**src/rtl/uafc_pkg.sv**
```systemverilog
// package: constants and types for the usb audio feature control block
package uafc_pkg;
  // configuration map layout
  localparam int MAP_COUNT = 4;
  localparam int MAP_SEL_W = 2;
  localparam int MAP_WORD_W = 16;
  // alternate settings
  localparam int ALT_COUNT = 7;
  localparam logic [2:0] ALT_ZERO_BW = 3'h0;
  localparam logic [2:0] ALT_MAX = 3'h6;
  localparam int SAMPLES_PER_MS_MAX = 56;
  localparam logic [8:0] ISO_BUF_BYTES = 9'h150;
  // sampling frequency bounds in hz
  localparam logic [15:0] FS_MIN_HZ = 16'h1388;
  localparam logic [15:0] FS_MAX_HZ = 16'hd6d8;
  // hid and control endpoint limits
  localparam logic [6:0] HID_MAX_BYTES = 7'h40;
  localparam logic [3:0] CTRL_MAX_BYTES = 4'h8;
  localparam logic [3:0] EP_CONTROL = 4'h0;
  localparam logic [3:0] EP_STATUS = 4'h3;
  localparam logic [1:0] HID_ITEM_BASIC = 2'h0;
  localparam int BUTTON_COUNT = 3;
  localparam int LAMP_COUNT = 2;
  // hid poll spacing: 1 ms at 200 MHz
  localparam int POLL_MS = 1;
  localparam int CLK_MHZ = 200;
  localparam int POLL_CYCLES = POLL_MS * CLK_MHZ * 1000;
  // volume in whole db of attenuation
  localparam logic [6:0] VOL_MIN_DB = 7'h3c;
  localparam logic [6:0] VOL_MUTED = 7'h7f;
  // feature selectors
  localparam logic [2:0] FEAT_VOL_L = 3'h0;
  localparam logic [2:0] FEAT_VOL_R = 3'h1;
  localparam logic [2:0] FEAT_MUTE = 3'h2;
  localparam logic [2:0] FEAT_TREBLE = 3'h3;
  localparam logic [2:0] FEAT_BASS = 3'h4;
  localparam logic [2:0] FEAT_BOOST = 3'h5;
  // entity targets of a class request
  localparam logic [1:0] ENT_FEATURE = 2'h0;
  localparam logic [1:0] ENT_SOURCE = 2'h1;
  localparam logic [1:0] ENT_SINK = 2'h2;
  // start-up sequencer
  typedef enum logic [3:0] {
    UAFC_ST_RESET = 4'b0001,
    UAFC_ST_STRAP = 4'b0010,
    UAFC_ST_WAIT  = 4'b0100,
    UAFC_ST_RUN   = 4'b1000
  } uafc_state_e;
endpackage : uafc_pkg

```
**src/rtl/uafc_map_rom.sv**
```systemverilog
// built-in configuration maps with registered read data
`timescale 1ns/1ps
module uafc_map_rom
  import uafc_pkg::*;
(
  input wire logic i_sys_clk,
  input wire logic i_rst_n,
  input wire logic [1:0] i_sel,
  output logic [15:0] o_word
);
  // word: [15:9] zero, [8:2] start volume in db down, [1:0] tone mode
  logic [15:0] rom_reg;
  logic [15:0] rom_next;

  // fixed table, one word per map
  always_comb begin
    case (i_sel)
      2'h0: rom_next = 16'h0001;
      2'h1: rom_next = 16'h0029;
      2'h2: rom_next = 16'h0052;
      default: rom_next = 16'h0078;
    endcase
  end

  always_ff @(posedge i_sys_clk or negedge i_rst_n) begin
    if (!i_rst_n) begin
      rom_reg <= 16'h0000;
    end else begin
      rom_reg <= rom_next;
    end
  end

  assign o_word = rom_reg;
endmodule : uafc_map_rom

```
**src/rtl/uafc_vol_decode.sv**
```systemverilog
// decodes a host volume word into a clamped attenuation in db
`timescale 1ns/1ps
module uafc_vol_decode
  import uafc_pkg::*;
(
  input wire logic i_sys_clk,
  input wire logic i_rst_n,
  input wire logic [15:0] i_wvol,
  output logic [6:0] o_atten
);
  logic [6:0] att_reg;
  logic [6:0] att_next;
  logic [7:0] hi;
  logic [7:0] mag;

  // low byte is dropped, high byte is signed whole db
  always_comb begin
    hi = i_wvol[15:8]; // RULE16
    mag = 8'h00 - hi; // RULE25
    if (!hi[7]) begin
      att_next = 7'h00; // RULE17
    end else if (hi == 8'h80 || mag > {1'b0, VOL_MIN_DB}) begin
      att_next = VOL_MUTED; // RULE24
    end else begin
      att_next = mag[6:0]; // RULE15
    end
  end

  always_ff @(posedge i_sys_clk or negedge i_rst_n) begin
    if (!i_rst_n) begin
      att_reg <= 7'h00;
    end else begin
      att_reg <= att_next;
    end
  end

  assign o_atten = att_reg;
endmodule : uafc_vol_decode

```
**src/rtl/uafc_top.sv**
```systemverilog
// feature control core of a usb audio sink: config maps, alt settings, hid, features
//
// Function
// (RULE1) at start-up pick one of four built-in maps from two select pins
// (RULE2) a map loaded from external eeprom replaces the pin-selected map
// (RULE3) seven alternate settings: 8/16/24-bit mono, stereo, plus zero bandwidth
// (RULE4) max packet size is bytes per sample times channels times 56
// (RULE5) sink buffer stores at most 336 bytes per frame
// (RULE6) sink is isochronous adaptive, accepts 5 to 55 khz continuous rate
// (RULE7) answer hid get-report and set-report on control endpoint 0
// (RULE8) hid interrupt data at most 64 bytes, polled at most every 1 ms
// (RULE9) report items use a one-byte prefix, short basic items only
// (RULE10) input reports go on endpoint 3, both reports also on endpoint 0
// (RULE11) up to three buttons, on while pressed, off when released
// (RULE12) up to two host-driven outputs from output report data
// (RULE13) volume per left and right; mute, tone, boost master only
// (RULE14) features change by host requests or assigned button presses
// (RULE15) volume spans 0 to -60 db in 1 db steps plus muted
// (RULE16) low byte of the host volume word is ignored
// (RULE17) volume above 0 db clamps to 0 db and reads back 0 db
// (RULE18) 0 db is maximum output, other steps attenuate from it
// (RULE19) volumes start from the value in the selected map
// (RULE20) balance comes only from separate left and right volumes
// (RULE21) configuration descriptor request returns all but device descriptor
// (RULE22) terminals accept no control; only the feature unit is controllable
// (RULE23) control endpoint packets carry at most 8 bytes
// (RULE24) volume codes from -61 db down drive full mute
// (RULE25) volume high byte is two's complement whole decibels
`timescale 1ns/1ps
module uafc_top
  import uafc_pkg::*;
(
  input wire logic i_sys_clk,
  input wire logic i_rst_n,
  input wire logic i_config_select_hi,
  input wire logic i_config_select_lo,
  input wire logic i_eeprom_valid,
  input wire logic [15:0] i_eeprom_word,
  input wire logic i_alt_wr,
  input wire logic [2:0] i_alt_setting,
  input wire logic i_iso_byte,
  input wire logic i_sof,
  input wire logic [23:0] i_fs_hz,
  input wire logic i_feat_wr,
  input wire logic [1:0] i_feat_entity,
  input wire logic [2:0] i_feat_sel,
  input wire logic [15:0] i_feat_data,
  input wire logic i_report_get,
  input wire logic i_report_set,
  input wire logic [3:0] i_report_ep,
  input wire logic [1:0] i_report_out,
  input wire logic i_ctrl_byte,
  input wire logic i_ctrl_pkt_end,
  input wire logic i_desc_cfg_get,
  input wire logic [2:0] i_button,
  input wire logic [1:0] i_button_role,
  output logic o_ready,
  output logic [1:0] o_map_sel,
  output logic [1:0] o_tone_mode,
  output logic [8:0] o_max_packet,
  output logic o_iso_accept,
  output logic o_fs_ok,
  output logic o_report_valid,
  output logic [3:0] o_report_ep,
  output logic [7:0] o_report_data,
  output logic [7:0] o_item_prefix,
  output logic o_ctrl_stall,
  output logic o_desc_skip_device,
  output logic o_req_stall,
  output logic [1:0] o_lamp,
  output logic [6:0] o_vol_l,
  output logic [6:0] o_vol_r,
  output logic o_mute,
  output logic [7:0] o_treble,
  output logic [7:0] o_bass,
  output logic o_boost
);
  uafc_state_e st_reg, st_next;
  logic [1:0] sel_reg, sel_next, lamp_reg, lamp_next, vol_pend_reg, vol_pend_next;
  logic [15:0] map_reg, map_next, rom_word;
  logic [2:0] alt_reg, alt_next, btn_prev_reg, btn_rise;
  logic [8:0] pkt_reg, pkt_next, cnt_reg, cnt_next;
  logic [6:0] atten, vl_reg, vl_next, vr_reg, vr_next;
  logic [7:0] treb_reg, treb_next, bass_reg, bass_next, rd_reg, rd_next;
  logic [3:0] rep_reg, rep_next, cb_reg, cb_next;
  logic [17:0] poll_reg, poll_next;
  logic acc_reg, acc_next, fs_reg, fs_next, mute_reg, mute_next, boost_reg, boost_next;
  logic rv_reg, rv_next, pend_reg, pend_next, cst_reg, cst_next, dsk_reg, dsk_next;
  logic rst_stall_reg, rst_stall_next, vol_upd_l, vol_upd_r;
  uafc_map_rom u_rom (
    .i_sys_clk(i_sys_clk),
    .i_rst_n(i_rst_n),
    .i_sel(sel_next),
    .o_word(rom_word)
  );
  uafc_vol_decode u_vol (
    .i_sys_clk(i_sys_clk),
    .i_rst_n(i_rst_n),
    .i_wvol(i_feat_data),
    .o_atten(atten)
  );
  // start-up: strap sample, rom read, then optional eeprom overwrite
  always_comb begin
    st_next = st_reg;
    sel_next = sel_reg;
    map_next = map_reg;
    case (st_reg)
      UAFC_ST_RESET: st_next = UAFC_ST_STRAP;
      UAFC_ST_STRAP: begin
        sel_next = {i_config_select_hi, i_config_select_lo}; // RULE1
        st_next = UAFC_ST_WAIT;
      end
      UAFC_ST_WAIT: st_next = UAFC_ST_RUN; // rom data lands one cycle after select
      UAFC_ST_RUN: if (i_eeprom_valid) map_next = i_eeprom_word; // RULE2
      default: st_next = UAFC_ST_RESET;
    endcase
    if (st_reg == UAFC_ST_WAIT) begin
      map_next = rom_word; // RULE1
    end
  end
  always_ff @(posedge i_sys_clk or negedge i_rst_n) begin
    if (!i_rst_n) begin
      st_reg <= UAFC_ST_RESET;
      sel_reg <= 2'h0;
      map_reg <= 16'h0000;
    end else begin
      st_reg <= st_next;
      sel_reg <= sel_next;
      map_reg <= map_next;
    end
  end
  // alternate setting and isochronous budget per 1 ms frame
  always_comb begin
    logic [1:0] bps;
    logic [1:0] ch;
    bps = 2'h0;
    ch = 2'h0;
    alt_next = alt_reg;
    if (i_alt_wr && i_alt_setting <= ALT_MAX) begin
      alt_next = i_alt_setting; // RULE3
    end
    // settings 1..6: 8m,8s,16m,16s,24m,24s
    if (alt_reg != ALT_ZERO_BW) begin
      bps = 2'((alt_reg - 3'h1) >> 1) + 2'h1;
      ch = {1'b0, ~alt_reg[0]} + 2'h1;
    end
    pkt_next = 9'(bps * ch * SAMPLES_PER_MS_MAX); // RULE4
    fs_next = (i_fs_hz >= {8'h00, FS_MIN_HZ}) && (i_fs_hz <= {8'h00, FS_MAX_HZ}); // RULE6
    cnt_next = i_sof ? 9'h000 : cnt_reg;
    acc_next = 1'b0;
    if (i_iso_byte && !i_sof && fs_reg && cnt_reg < pkt_reg && cnt_reg < ISO_BUF_BYTES) begin
      cnt_next = cnt_reg + 9'h001; // RULE5
      acc_next = 1'b1; // RULE6
    end
  end
  always_ff @(posedge i_sys_clk or negedge i_rst_n) begin
    if (!i_rst_n) begin
      alt_reg <= ALT_ZERO_BW;
      pkt_reg <= 9'h000;
      cnt_reg <= 9'h000;
      acc_reg <= 1'b0;
      fs_reg <= 1'b0;
    end else begin
      alt_reg <= alt_next;
      pkt_reg <= pkt_next;
      cnt_reg <= cnt_next;
      acc_reg <= acc_next;
      fs_reg <= fs_next;
    end
  end
  // host feature writes: feature unit only, terminals stall
  assign vol_upd_l = i_feat_wr && i_feat_entity == ENT_FEATURE && i_feat_sel == FEAT_VOL_L;
  assign vol_upd_r = i_feat_wr && i_feat_entity == ENT_FEATURE && i_feat_sel == FEAT_VOL_R;
  assign btn_rise = i_button & ~btn_prev_reg;
  always_comb begin
    vl_next = vl_reg;
    vr_next = vr_reg;
    mute_next = mute_reg;
    treb_next = treb_reg;
    bass_next = bass_reg;
    boost_next = boost_reg;
    rst_stall_next = 1'b0;
    // decoder output is one cycle late, so apply on the following cycle
    vol_pend_next = {vol_upd_r, vol_upd_l};
    if (st_reg == UAFC_ST_WAIT || (st_reg == UAFC_ST_RUN && i_eeprom_valid)) begin
      vl_next = st_reg == UAFC_ST_WAIT ? rom_word[8:2] : i_eeprom_word[8:2]; // RULE19
      vr_next = vl_next; // RULE19
    end
    if (vol_pend_reg[0]) vl_next = atten; // RULE13 RULE20
    if (vol_pend_reg[1]) vr_next = atten; // RULE13 RULE20
    if (i_feat_wr) begin
      if (i_feat_entity != ENT_FEATURE) begin
        rst_stall_next = 1'b1; // RULE22
      end else begin
        case (i_feat_sel)
          FEAT_MUTE: mute_next = i_feat_data[0]; // RULE13
          FEAT_TREBLE: treb_next = i_feat_data[7] ? 8'h00 : i_feat_data[7:0]; // RULE13
          FEAT_BASS: bass_next = i_feat_data[7] ? 8'h00 : i_feat_data[7:0]; // RULE13
          FEAT_BOOST: boost_next = i_feat_data[0]; // RULE13
          FEAT_VOL_L, FEAT_VOL_R: rst_stall_next = 1'b0;
          default: rst_stall_next = 1'b1;
        endcase
      end
    end
    // button 0 acts by role: 0 toggles mute, 1 toggles boost, 2 steps both volumes up 1 db, 3 steps them down
    if (btn_rise[0]) begin
      case (i_button_role)
        2'h0: mute_next = ~mute_reg; // RULE14
        2'h1: boost_next = ~boost_reg; // RULE14
        2'h2: begin
          vl_next = (vl_reg > VOL_MIN_DB) ? VOL_MIN_DB : vl_reg - {6'h00, |vl_reg}; // RULE14
          vr_next = (vr_reg > VOL_MIN_DB) ? VOL_MIN_DB : vr_reg - {6'h00, |vr_reg}; // RULE18
        end
        default: begin
          vl_next = (vl_reg >= VOL_MIN_DB) ? VOL_MUTED : vl_reg + 7'h01; // RULE14 RULE15
          vr_next = (vr_reg >= VOL_MIN_DB) ? VOL_MUTED : vr_reg + 7'h01; // RULE14
        end
      endcase
    end
  end
  always_ff @(posedge i_sys_clk or negedge i_rst_n) begin
    if (!i_rst_n) begin
      vl_reg <= 7'h00;
      vr_reg <= 7'h00;
      mute_reg <= 1'b0;
      treb_reg <= 8'h00;
      bass_reg <= 8'h00;
      boost_reg <= 1'b0;
      rst_stall_reg <= 1'b0;
      vol_pend_reg <= 2'h0;
      btn_prev_reg <= 3'h0;
    end else begin
      vl_reg <= vl_next;
      vr_reg <= vr_next;
      mute_reg <= mute_next;
      treb_reg <= treb_next;
      bass_reg <= bass_next;
      boost_reg <= boost_next;
      rst_stall_reg <= rst_stall_next;
      vol_pend_reg <= vol_pend_next;
      btn_prev_reg <= i_button;
    end
  end
  // hid reports: buttons on ep 3 when changed and poll gap met, get/set on ep 0
  always_comb begin
    rv_next = 1'b0;
    rep_next = rep_reg;
    rd_next = rd_reg;
    lamp_next = lamp_reg;
    pend_next = pend_reg | (|(i_button ^ btn_prev_reg)); // set wins
    poll_next = (poll_reg != 18'h0) ? poll_reg - 18'h1 : 18'h0;
    if (i_report_set && i_report_ep == EP_CONTROL) lamp_next = i_report_out; // RULE7 RULE12
    if (i_report_get && i_report_ep == EP_CONTROL) begin
      rv_next = 1'b1; // RULE7 RULE10
      rep_next = EP_CONTROL;
      rd_next = {3'h0, lamp_reg, i_button}; // RULE10 RULE11
    end else if (pend_reg && poll_reg == 18'h0) begin
      rv_next = 1'b1; // RULE10
      rep_next = EP_STATUS;
      rd_next = {5'h00, i_button}; // RULE11
      pend_next = |(i_button ^ btn_prev_reg);
      poll_next = 18'(POLL_CYCLES - 1); // RULE8
    end
  end
  always_ff @(posedge i_sys_clk or negedge i_rst_n) begin
    if (!i_rst_n) begin
      rv_reg <= 1'b0;
      rep_reg <= 4'h0;
      rd_reg <= 8'h00;
      lamp_reg <= 2'h0;
      pend_reg <= 1'b0;
      poll_reg <= 18'h0;
    end else begin
      rv_reg <= rv_next;
      rep_reg <= rep_next;
      rd_reg <= rd_next;
      lamp_reg <= lamp_next;
      pend_reg <= pend_next;
      poll_reg <= poll_next;
    end
  end
  // control packet byte count; a ninth byte stalls the packet
  always_comb begin
    cb_next = cb_reg;
    cst_next = cst_reg;
    dsk_next = dsk_reg;
    if (i_ctrl_pkt_end) begin
      cb_next = 4'h0;
      cst_next = 1'b0;
    end else if (i_ctrl_byte) begin
      if (cb_reg >= CTRL_MAX_BYTES) begin
        cst_next = 1'b1; // RULE23
      end else begin
        cb_next = cb_reg + 4'h1; // RULE23
      end
    end
    if (i_desc_cfg_get) dsk_next = 1'b1; // RULE21
  end
  always_ff @(posedge i_sys_clk or negedge i_rst_n) begin
    if (!i_rst_n) begin
      cb_reg <= 4'h0;
      cst_reg <= 1'b0;
      dsk_reg <= 1'b0;
    end else begin
      cb_reg <= cb_next;
      cst_reg <= cst_next;
      dsk_reg <= dsk_next;
    end
  end
  // outputs straight from flops, except the st_reg decode for o_ready and the constant item prefix
  assign o_ready = st_reg == UAFC_ST_RUN ? 1'b1 : 1'b0;
  assign o_map_sel = sel_reg;
  assign o_tone_mode = map_reg[1:0];
  assign o_max_packet = pkt_reg;
  assign o_iso_accept = acc_reg;
  assign o_fs_ok = fs_reg;
  assign o_report_valid = rv_reg;
  assign o_report_ep = rep_reg;
  assign o_report_data = rd_reg;
  assign o_item_prefix = {6'h00, HID_ITEM_BASIC}; // RULE9
  assign o_ctrl_stall = cst_reg;
  assign o_desc_skip_device = dsk_reg;
  assign o_req_stall = rst_stall_reg;
  assign o_lamp = lamp_reg;
  assign o_vol_l = vl_reg;
  assign o_vol_r = vr_reg;
  assign o_mute = mute_reg;
  assign o_treble = treb_reg;
  assign o_bass = bass_reg;
  assign o_boost = boost_reg;
endmodule : uafc_top

```
**config.mk**
```make
export PLATFORM = sky130hd
export DESIGN_NAME = uafc_top
export DESIGN_NICKNAME = d
export VERILOG_FILES = /design/src/rtl/uafc_pkg.sv /design/src/rtl/uafc_map_rom.sv /design/src/rtl/uafc_vol_decode.sv /design/src/rtl/uafc_top.sv
export SDC_FILE = /design/constraint.sdc
export NUM_CORES = 1
export LEC_CHECK = 0
export BUFFER_PORTS_ARGS = -buffer_cell sky130_fd_sc_hd__buf_2
export CELL_PAD_IN_SITES_DETAIL_PLACEMENT = 1
export CELL_PAD_IN_SITES_GLOBAL_PLACEMENT = 2
export CORE_MARGIN = 4
export CORE_UTILIZATION = 34
export DETAILED_ROUTE_END_ITERATION = 8
export GPL_TIMING_DRIVEN = 0
export PLACE_DENSITY_LB_ADDON = 0.2
export SYNTH_ARGS = -nofsm -noshare
export SYNTH_HDL_FRONTEND = slang
export SYNTH_SLANG_ARGS = --single-unit
export TNS_END_PERCENT = 50
```
**constraint.sdc**
```tcl
create_clock -name i_sys_clk -period 4.31 [get_ports i_sys_clk]
set_input_delay 0.431 -clock i_sys_clk [delete_from_list [all_inputs] [get_ports i_sys_clk]]
set_output_delay 0.431 -clock i_sys_clk [all_outputs]
set_load 0.05 [all_outputs]
```
==> results of run 1 <==
[Yosys cell counts (all sizes together), types with 3 or more instances]
| cell | count | area, µm² |
|---|---|---|
| dfrtp | 107 | 2680 |
| nor2 | 64 | 240 |
| nand2 | 63 | 239 |
| inv | 48 | 180 |
| o21ai | 44 | 228 |
| a21oi | 35 | 175 |
| ha | 31 | 388 |
| buf | 23 | 165 |
| clkbuf | 18 | 67.6 |
| mux2 | 17 | 191 |
| nand3 | 17 | 85.1 |
| nor3 | 16 | 80.1 |
| xnor2 | 15 | 131 |
| nor4 | 13 | 81.3 |
| xor2 | 13 | 114 |
| nand2b | 12 | 75.1 |
| mux2i | 11 | 110 |
| a22oi | 8 | 60.1 |
| a31oi | 8 | 50.1 |
| and2 | 7 | 43.8 |
| o221ai | 7 | 61.3 |
| nand4 | 6 | 37.5 |
| nor2b | 6 | 37.5 |
| nor4b | 6 | 86.3 |
| o211ai | 6 | 45.0 |
| o22ai | 6 | 37.5 |
| or2 | 4 | 25.0 |
| or3 | 4 | 25.0 |
| a211o | 3 | 26.3 |
| a211oi | 3 | 22.5 |
| a41oi | 3 | 26.3 |
| and3 | 3 | 18.8 |
| nand3b | 3 | 22.5 |
| nor3b | 3 | 22.5 |
| o2bb2ai | 3 | 26.3 |
| o311ai | 3 | 26.3 |
[worst reg2reg max path, cell delays in order (launching register included)]
cell	delay, ps
dfrtp_1	430
inv_1	150
ha_1	330
xor2_1	210
nor3_1	90
a21oi_1	200
nor2_1	70
ha_1	220
ha_1	310
inv_1	70
fa_1	420
inv_1	70
ha_1	240
a21oi_1	170
xnor2_1	130
[path summary, 6_finish.rpt]
check,from,end
worst max-delay path,alt_reg[0],o_max_packet[8]
worst min-delay path,i_rst_n,st_reg[2]
worst max register to register,alt_reg[0],o_max_packet[8]
max in group asynchronous,i_rst_n,poll_reg[2]
worst min register to register,o_desc_skip_device,o_desc_skip_device
min in group i_sys_clk,i_button[0],btn_prev_reg[0]
[per-stage QoR]
stage,utilization,area (µm²),power (µW),worst slack [ps],hold WS (ps)
floorplan,-,6330,1820,1520,135
global placement,0.404,7290,2070,1320,437
detailed placement,0.406,7320,2100,1130,449
CTS,0.425,7650,3050,1100,158
global route,0.425,7650,3170,925,190
finish,0.425,7650,3010,1150,131
[power groups by stage]
stage,registers [µW],logic (µW),clock network [µW]
final,1190,894,926
after global routing,1200,971,996
after detailed placement,1210,897,0
after floorplan,1460,356,0
after CTS,1190,903,957
after global placement,1200,869,0
[cell type report]
class | count | area, µm² | share of cell area
tap | 229 | 287 | 0.0374
clock buffer | 11 | 253 | 0.0330
multi-input combinational | 494 | 3220 | 0.420
clock inverter | 5 | 81.3 | 0.0106
timing repair buffer | 135 | 701 | 0.0915
buffer | 41 | 233 | 0.0304
sequential | 108 | 2700 | 0.353
inverter | 48 | 180 | 0.0235
[metal layers]
metal / routed length, µm / share of wire / up-vias
met5: 0 / 0 / -
met1: 8170 / 0.46 / 2703
met2: 8580 / 0.48 / 131
li1: - / - / 2688
met3: 906 / 0.051 / 10
met4: 169 / 0.0095 / 0
[cell families (layout without fill, tap and decap cells)]
group,Yosys count,count (layout),synth area share
compound gates,150,150,0.154
xor+xnor,28,28,0.0391
fa+ha+maj,32,32,0.0651
buf+inv,89,240,0.0659
flops,108,108,0.431
mux,28,28,0.0481
other cells,1,18,0.000598
simple gates,238,238,0.196
==> flow_metrics.py, run 1 <==
metrics = {
    "final_layout": {
        "n_antenna_cell": 0,
        "fin_nets": 958,
        "syn2layout_area_growth_pct": 22.1,
        "fill_cells": 2153,
        "fin_cells": 1071,
        "final_common_cell": "buf_2",
        "largest_reg_flops": 18,
        "final_cell_mix": "buf_2, dfrtp_1, nor2_1, nand2_1, inv_1",
        "drive_gt1_frac": 0.241,
    },
    "logic_synthesis": {
        "synth-edff-count": 0,
        "synth_cell_types": 67,
        "avgSynthCellArea_um2": 9.30,
        "seq_area_frac_synth": 0.431,
        "synthArstFlopShare": 1.00,
        "syn_area_mm2": 0.00627,
        "synthCells": 674,
        "ys.flop_type": "dfrtp_1",
        "ys_warn_count": 0,
        "ys_ff_latch": 108,
    },
    "cts": {
        "clk_latency_ps": 350,
        "postCtsSetupBuffers": 0,
        "clk_path_buf_depth": 2,
        "cts_made_buffers": 9,
        "hold_buffers": 0,
        "postCtsResizedCells": 0,
        "clk_pin_slew_worst_paths_ps": 70,
        "clock-sinks": 108,
        "cts_tree": "built",
        "htreeDepth": 3,
        "cts-root-buf": "clkbuf_16",
    },
    "pwr": {
        "seqPwrFrac": 0.395,
        "power_density_mw_per_mm2": 393,
        "switching_share": 0.368,
        "combPwrFrac": 0.297,
        "max-vdd-ir-drop_v": 0.000262,
        "switchingPower_uw": 1110,
        "cellInternalPower_uw": 1900,
        "p_leak_uw": 0.00360,
        "p_clk_frac": 0.308,
    },
    "sta": {
        "fmax_mhz": 316,
        "fin_crit_sh": 0.733,
        "min_period_ps": 3160,
        "slew_headroom": 0.296,
        "hold_viol_final": 0,
        "finalSetupViolCount": 0,
        "rsz0062_at_grt": "no",
        "worst_pin_slew_ps": 1050,
        "finClkSkew_ps": 7.11,
        "drv_slew": 0,
        "totalNegativeSetupSlack_ps": 0,
    },
    "critical_path": {
        "crit_path_max_fanout": 5,
        "reg2reg_depth": 14,
        "critPathCaptureType": "flip-flop",
        "cp_common_cell": "ha_1",
        "crit_cells": 14,
        "r2r_slack_ps": 1150,
        "path_buf_inv": 3,
        "required_ps": 4590,
        "crit_family": "adder cells",
        "critPathSlowestCell": "dfrtp_1",
        "critical_path_arrival_ps": 3440,
        "critPathMaxStageDelay_ps": 430,
        "path_cells": "inv_1, ha_1, xor2_1, nor3_1, a21oi_1, nor2_1, ha_1, ha_1, inv_1, fa_1, inv_1, ha_1, a21oi_1, xnor2_1",
        "start_kind": "flip-flop",
        "path_class": "reg2reg",
    },
    "grt": {
        "grt_overflow_total": 0,
        "grt_pass1_wl_um": 29000,
        "grt_pass1_vias": 5865,
        "grt_most_used_layer": "met2",
        "met1_usage": 0.232,
        "global_route.usage.total": 0.173,
        "antenna_found_initial": 0,
        "gr-usage-met3": 0.0326,
        "grt_max_degree": 57,
        "grtUsageMet2": 0.291,
    },
    "routing": {
        "drtIter0Drc": 298,
        "first_pass_iters": 4,
        "wl_per_cell_um": 16.6,
        "via_count": 5532,
        "wirelength_um": 17800,
        "drcViolationCount": 0,
        "drtAntennaViolNets": 0,
        "viasPerCell": 5.17,
    },
    "hold_path": {
        "hold_class": "in2async",
    },
    "die": {
        "core_area_mm2": 0.0180,
        "pin_count": 163,
        "die_h_um": 144,
        "start_util": 0.348,
        "die-area_mm2": 0.0207,
        "dieWidth_um": 144,
        "rows": 49,
    },
    "run_status": {
        "status": "finished clean",
    },
    "place": {
        "gp_congestion": 0.841,
        "dp_cells": 1055,
        "port_buffers": 134,
        "hpwl_um": 13900,
    },
    "flow_run": {
        "maxCapViolCount": 0,
    },
}
No activity file was read; power rests on OpenSTA's default activity.
==> run 2: changes to the inputs <==
- ABC_AREA: default -> 1
- CORE_UTILIZATION: 34 -> 27
- clock period: 4.31 -> 2.65 ns (I/O delays scaled with it)
==> run 2 against run 1 <==
  * The flow now finishes with violations (setup timing)
  * Clock skew rose by 1.7 ps
  * Synthesized area rose by 7.0%
  * Clock-buffer cell count fell by 2
  * Global-route usage fell by 2.9 points
==> flow_metrics.py, run 2 <==
metrics = {
    "run_status": {
        "status": "complete, but fails checks",
        "violations": "setup timing",
    },
    "pwr": {
        "p_clk_frac": 0.279,
        "power_density_mw_per_mm2": 587,
        "cellInternalPower_uw": 2930,
        "seqPwrFrac": 0.393,
        "switching_share": 0.400,
        "switchingPower_uw": 1960,
        "power_uw": 4890,
        "max-vdd-ir-drop_v": 0.000350,
        "combPwrFrac": 0.328,
        "p_leak_uw": 0.00445,
    },
    "grt": {
        "antenna_found_initial": 3,
        "grt_overflow_total": 0,
        "grt_max_degree": 59,
        "grt_pass1_vias": 6549,
        "grt_pass1_wl_um": 33200,
        "global_route.usage.total": 0.144,
    },
    "routing": {
        "viasPerCell": 4.38,
        "wl_met3_um": 990,
        "top_layer_used": "met5",
        "drtIter0Drc": 204,
        "via_count": 6150,
        "first_pass_iters": 4,
        "wirelength_um": 19400,
        "wl_per_cell_um": 13.8,
        "drcViolationCount": 0,
        "wl_met1_um": 8940,
        "dr_wl_met2_um": 9270,
        "drtAntennaViolNets": 0,
    },
    "logic_synthesis": {
        "synth_common_cells": "nand2_1, inv_1, dfrtp_1, nor2_1, nand3_1",
        "synth-edff-count": 0,
        "syn_area_mm2": 0.00671,
        "synthCells": 903,
        "seq_area_frac_synth": 0.403,
        "synth_top_area_cell": "dfrtp_1",
        "ys_warn_count": 0,
        "synth_top_area_frac": 0.399,
        "yosys-top-cells-area": "dfrtp_1, nand2_1, inv_1",
        "ys.flop_type": "dfrtp_1",
        "synth_cell_types": 48,
        "synthArstFlopShare": 1.00,
        "ys_ff_latch": 108,
        "avgSynthCellArea_um2": 7.43,
        "yosysMostFrequentCell": "nand2_1",
    },
    "place": {
        "post_dp_cell_area_mm2": 0.00791,
        "hpwl_um": 15300,
        "gp_congestion": 0.809,
        "port_buffers": 136,
        "post-place-ws_ps": -259,
    },
    "cts": {
        "clk_pin_slew_worst_paths_ps": 80,
        "htreeDepth": 3,
        "cts_made_buffers": 9,
        "clock-sinks": 108,
        "clk_path_buf_depth": 2,
        "clk_latency_ps": 360,
        "cts_tree": "built",
        "cts-root-buf": "clkbuf_16",
    },
    "final_layout": {
        "drive_gt1_frac": 0.218,
        "final_common_cell": "nand2_1",
        "postLayoutCoreUtil": 0.342,
        "fin_area_mm2": 0.00833,
        "syn2layout_area_growth_pct": 24.1,
        "largest_reg_flops": 18,
        "final_cell_mix": "nand2_1, buf_2, inv_1, dfrtp_1, nor2_1",
        "n_antenna_cell": 0,
        "fin_nets": 1197,
    },
    "die": {
        "pin_count": 163,
        "die-area_mm2": 0.0274,
        "dieWidth_um": 166,
        "core_area_mm2": 0.0244,
        "die_h_um": 166,
        "start_util": 0.275,
        "rows": 57,
    },
    "critical_path": {
        "path_class": "reg2reg",
        "crit_path_max_fanout": 4,
        "critical_path_arrival_ps": 2910,
        "critPathCaptureType": "flip-flop",
        "start_kind": "flip-flop",
        "required_ps": 2900,
    },
    "sta": {
        "min_period_ps": 2660,
        "fin_crit_sh": 1.00,
        "hold_viol_final": 0,
        "slew_headroom": 0.607,
        "finalSetupViolCount": 1,
        "finClkSkew_ps": 8.76,
        "worst_pin_slew_ps": 589,
        "fin_ws_ps": -7.00,
        "drv_slew": 0,
        "rsz0062_at_grt": "yes",
        "fmax_mhz": 376,
    },
    "hold_path": {
        "hold_class": "in2reg",
    },
    "flow_run": {
        "maxCapViolCount": 0,
    },
}
run 2: changes by cell type in the layout (fill, tap and decap cells not counted), moves of 8 or more:
cell / delta
nand2_1: +185
inv_1: +81
nand3_1: +54
nor2_1: +33
a21oi_1: -14
clkbuf_1: -14
nand2b_1: -12
nor4_1: -12
mux2i_1: -11
nand4_1: +10
nor3_1: -9
a22oi_1: -8
run 2: kinds of logic after synthesis:
family,count (synthesis),synth area share
AND/OR/NAND/NOR,461,0.294
buffers and inverters,170,0.112
flip-flops,108,0.403
AO/OA/AOI/OAI,95,0.0792
adder cells (fa/ha/maj),32,0.0608
XOR/XNOR,27,0.0352
multiplexers,9,0.0151
other,1,0.000559
run 2: worst max-delay path, stage by stage (launching register included):
cell,delay (ps)
dfrtp_1,370
inv_2,70
ha_4,260
xor2_1,140
inv_1,60
o21ai_0,60
o21ai_1,110
nor2_1,120
ha_2,260
ha_4,220
inv_1,70
fa_2,450
o21ai_4,160
nand2_2,70
nand3_1,70
nand2_1,60
run 2: worst paths after layout:
check                           cells past startpoint            endpoint          startpoint  slack [ps]
worst max-delay path                               15     o_max_packet[8]          alt_reg[1]          -7
worst min-delay path                                1     btn_prev_reg[0]         i_button[0]          50
worst max register to register                     15     o_max_packet[8]          alt_reg[1]          -7
worst min register to register                      1  o_desc_skip_device  o_desc_skip_device         460
max in group asynchronous                           3           cb_reg[1]             i_rst_n        1550
min in group asynchronous                           2         o_treble[5]             i_rst_n         430
run 2: area by class of cell:
class                      instances  area [µm²]
timing repair buffer             145         777
fill                            3088       16100
inverter                         135         508
buffer                            35         245
clock inverter                     7        70.1
multi-input combinational        642        3400
clock buffer                       9         225
tap                              324         405
sequential                       108        2700
run 2: what timing repair did:
action	4_1_cts	5_1_grt
setup buffers	6	1
hold buffers	1	0
pin swaps	4	2
gates resized for setup	8	5
endpoints found under the setup margin	2	2
hold endpoints to repair	49	0
run 2: layer usage:
layer,vias to the layer above,track usage
met5,-,0
met4,4,0.0258
met3,14,0.0381
met2,103,0.243
met1,2875,0.189
li1,3154,-
run 2: power by group through the flow:
stage                     registers, µW  clock network [µW]  logic [µW]
final                              1920                1360        1600
after global placement             1960                   0        1530
after floorplan                    2420                   0         623
after global routing               1960                1490        1780
after detailed placement           1960                   0        1550
after CTS                          1930                1420        1610
run 2: stage by stage:
stage | hold WS, ps | setup TNS, ps | cells
floorplan | -30.6 | 0 | 920
detailed placement | 266 | -430 | 1381
global placement | 415 | -20700 | 1380
finish | 53.0 | -7.00 | 1405
CTS | 37.3 | 0 | 1404
global route | 36.4 | -298 | 1405
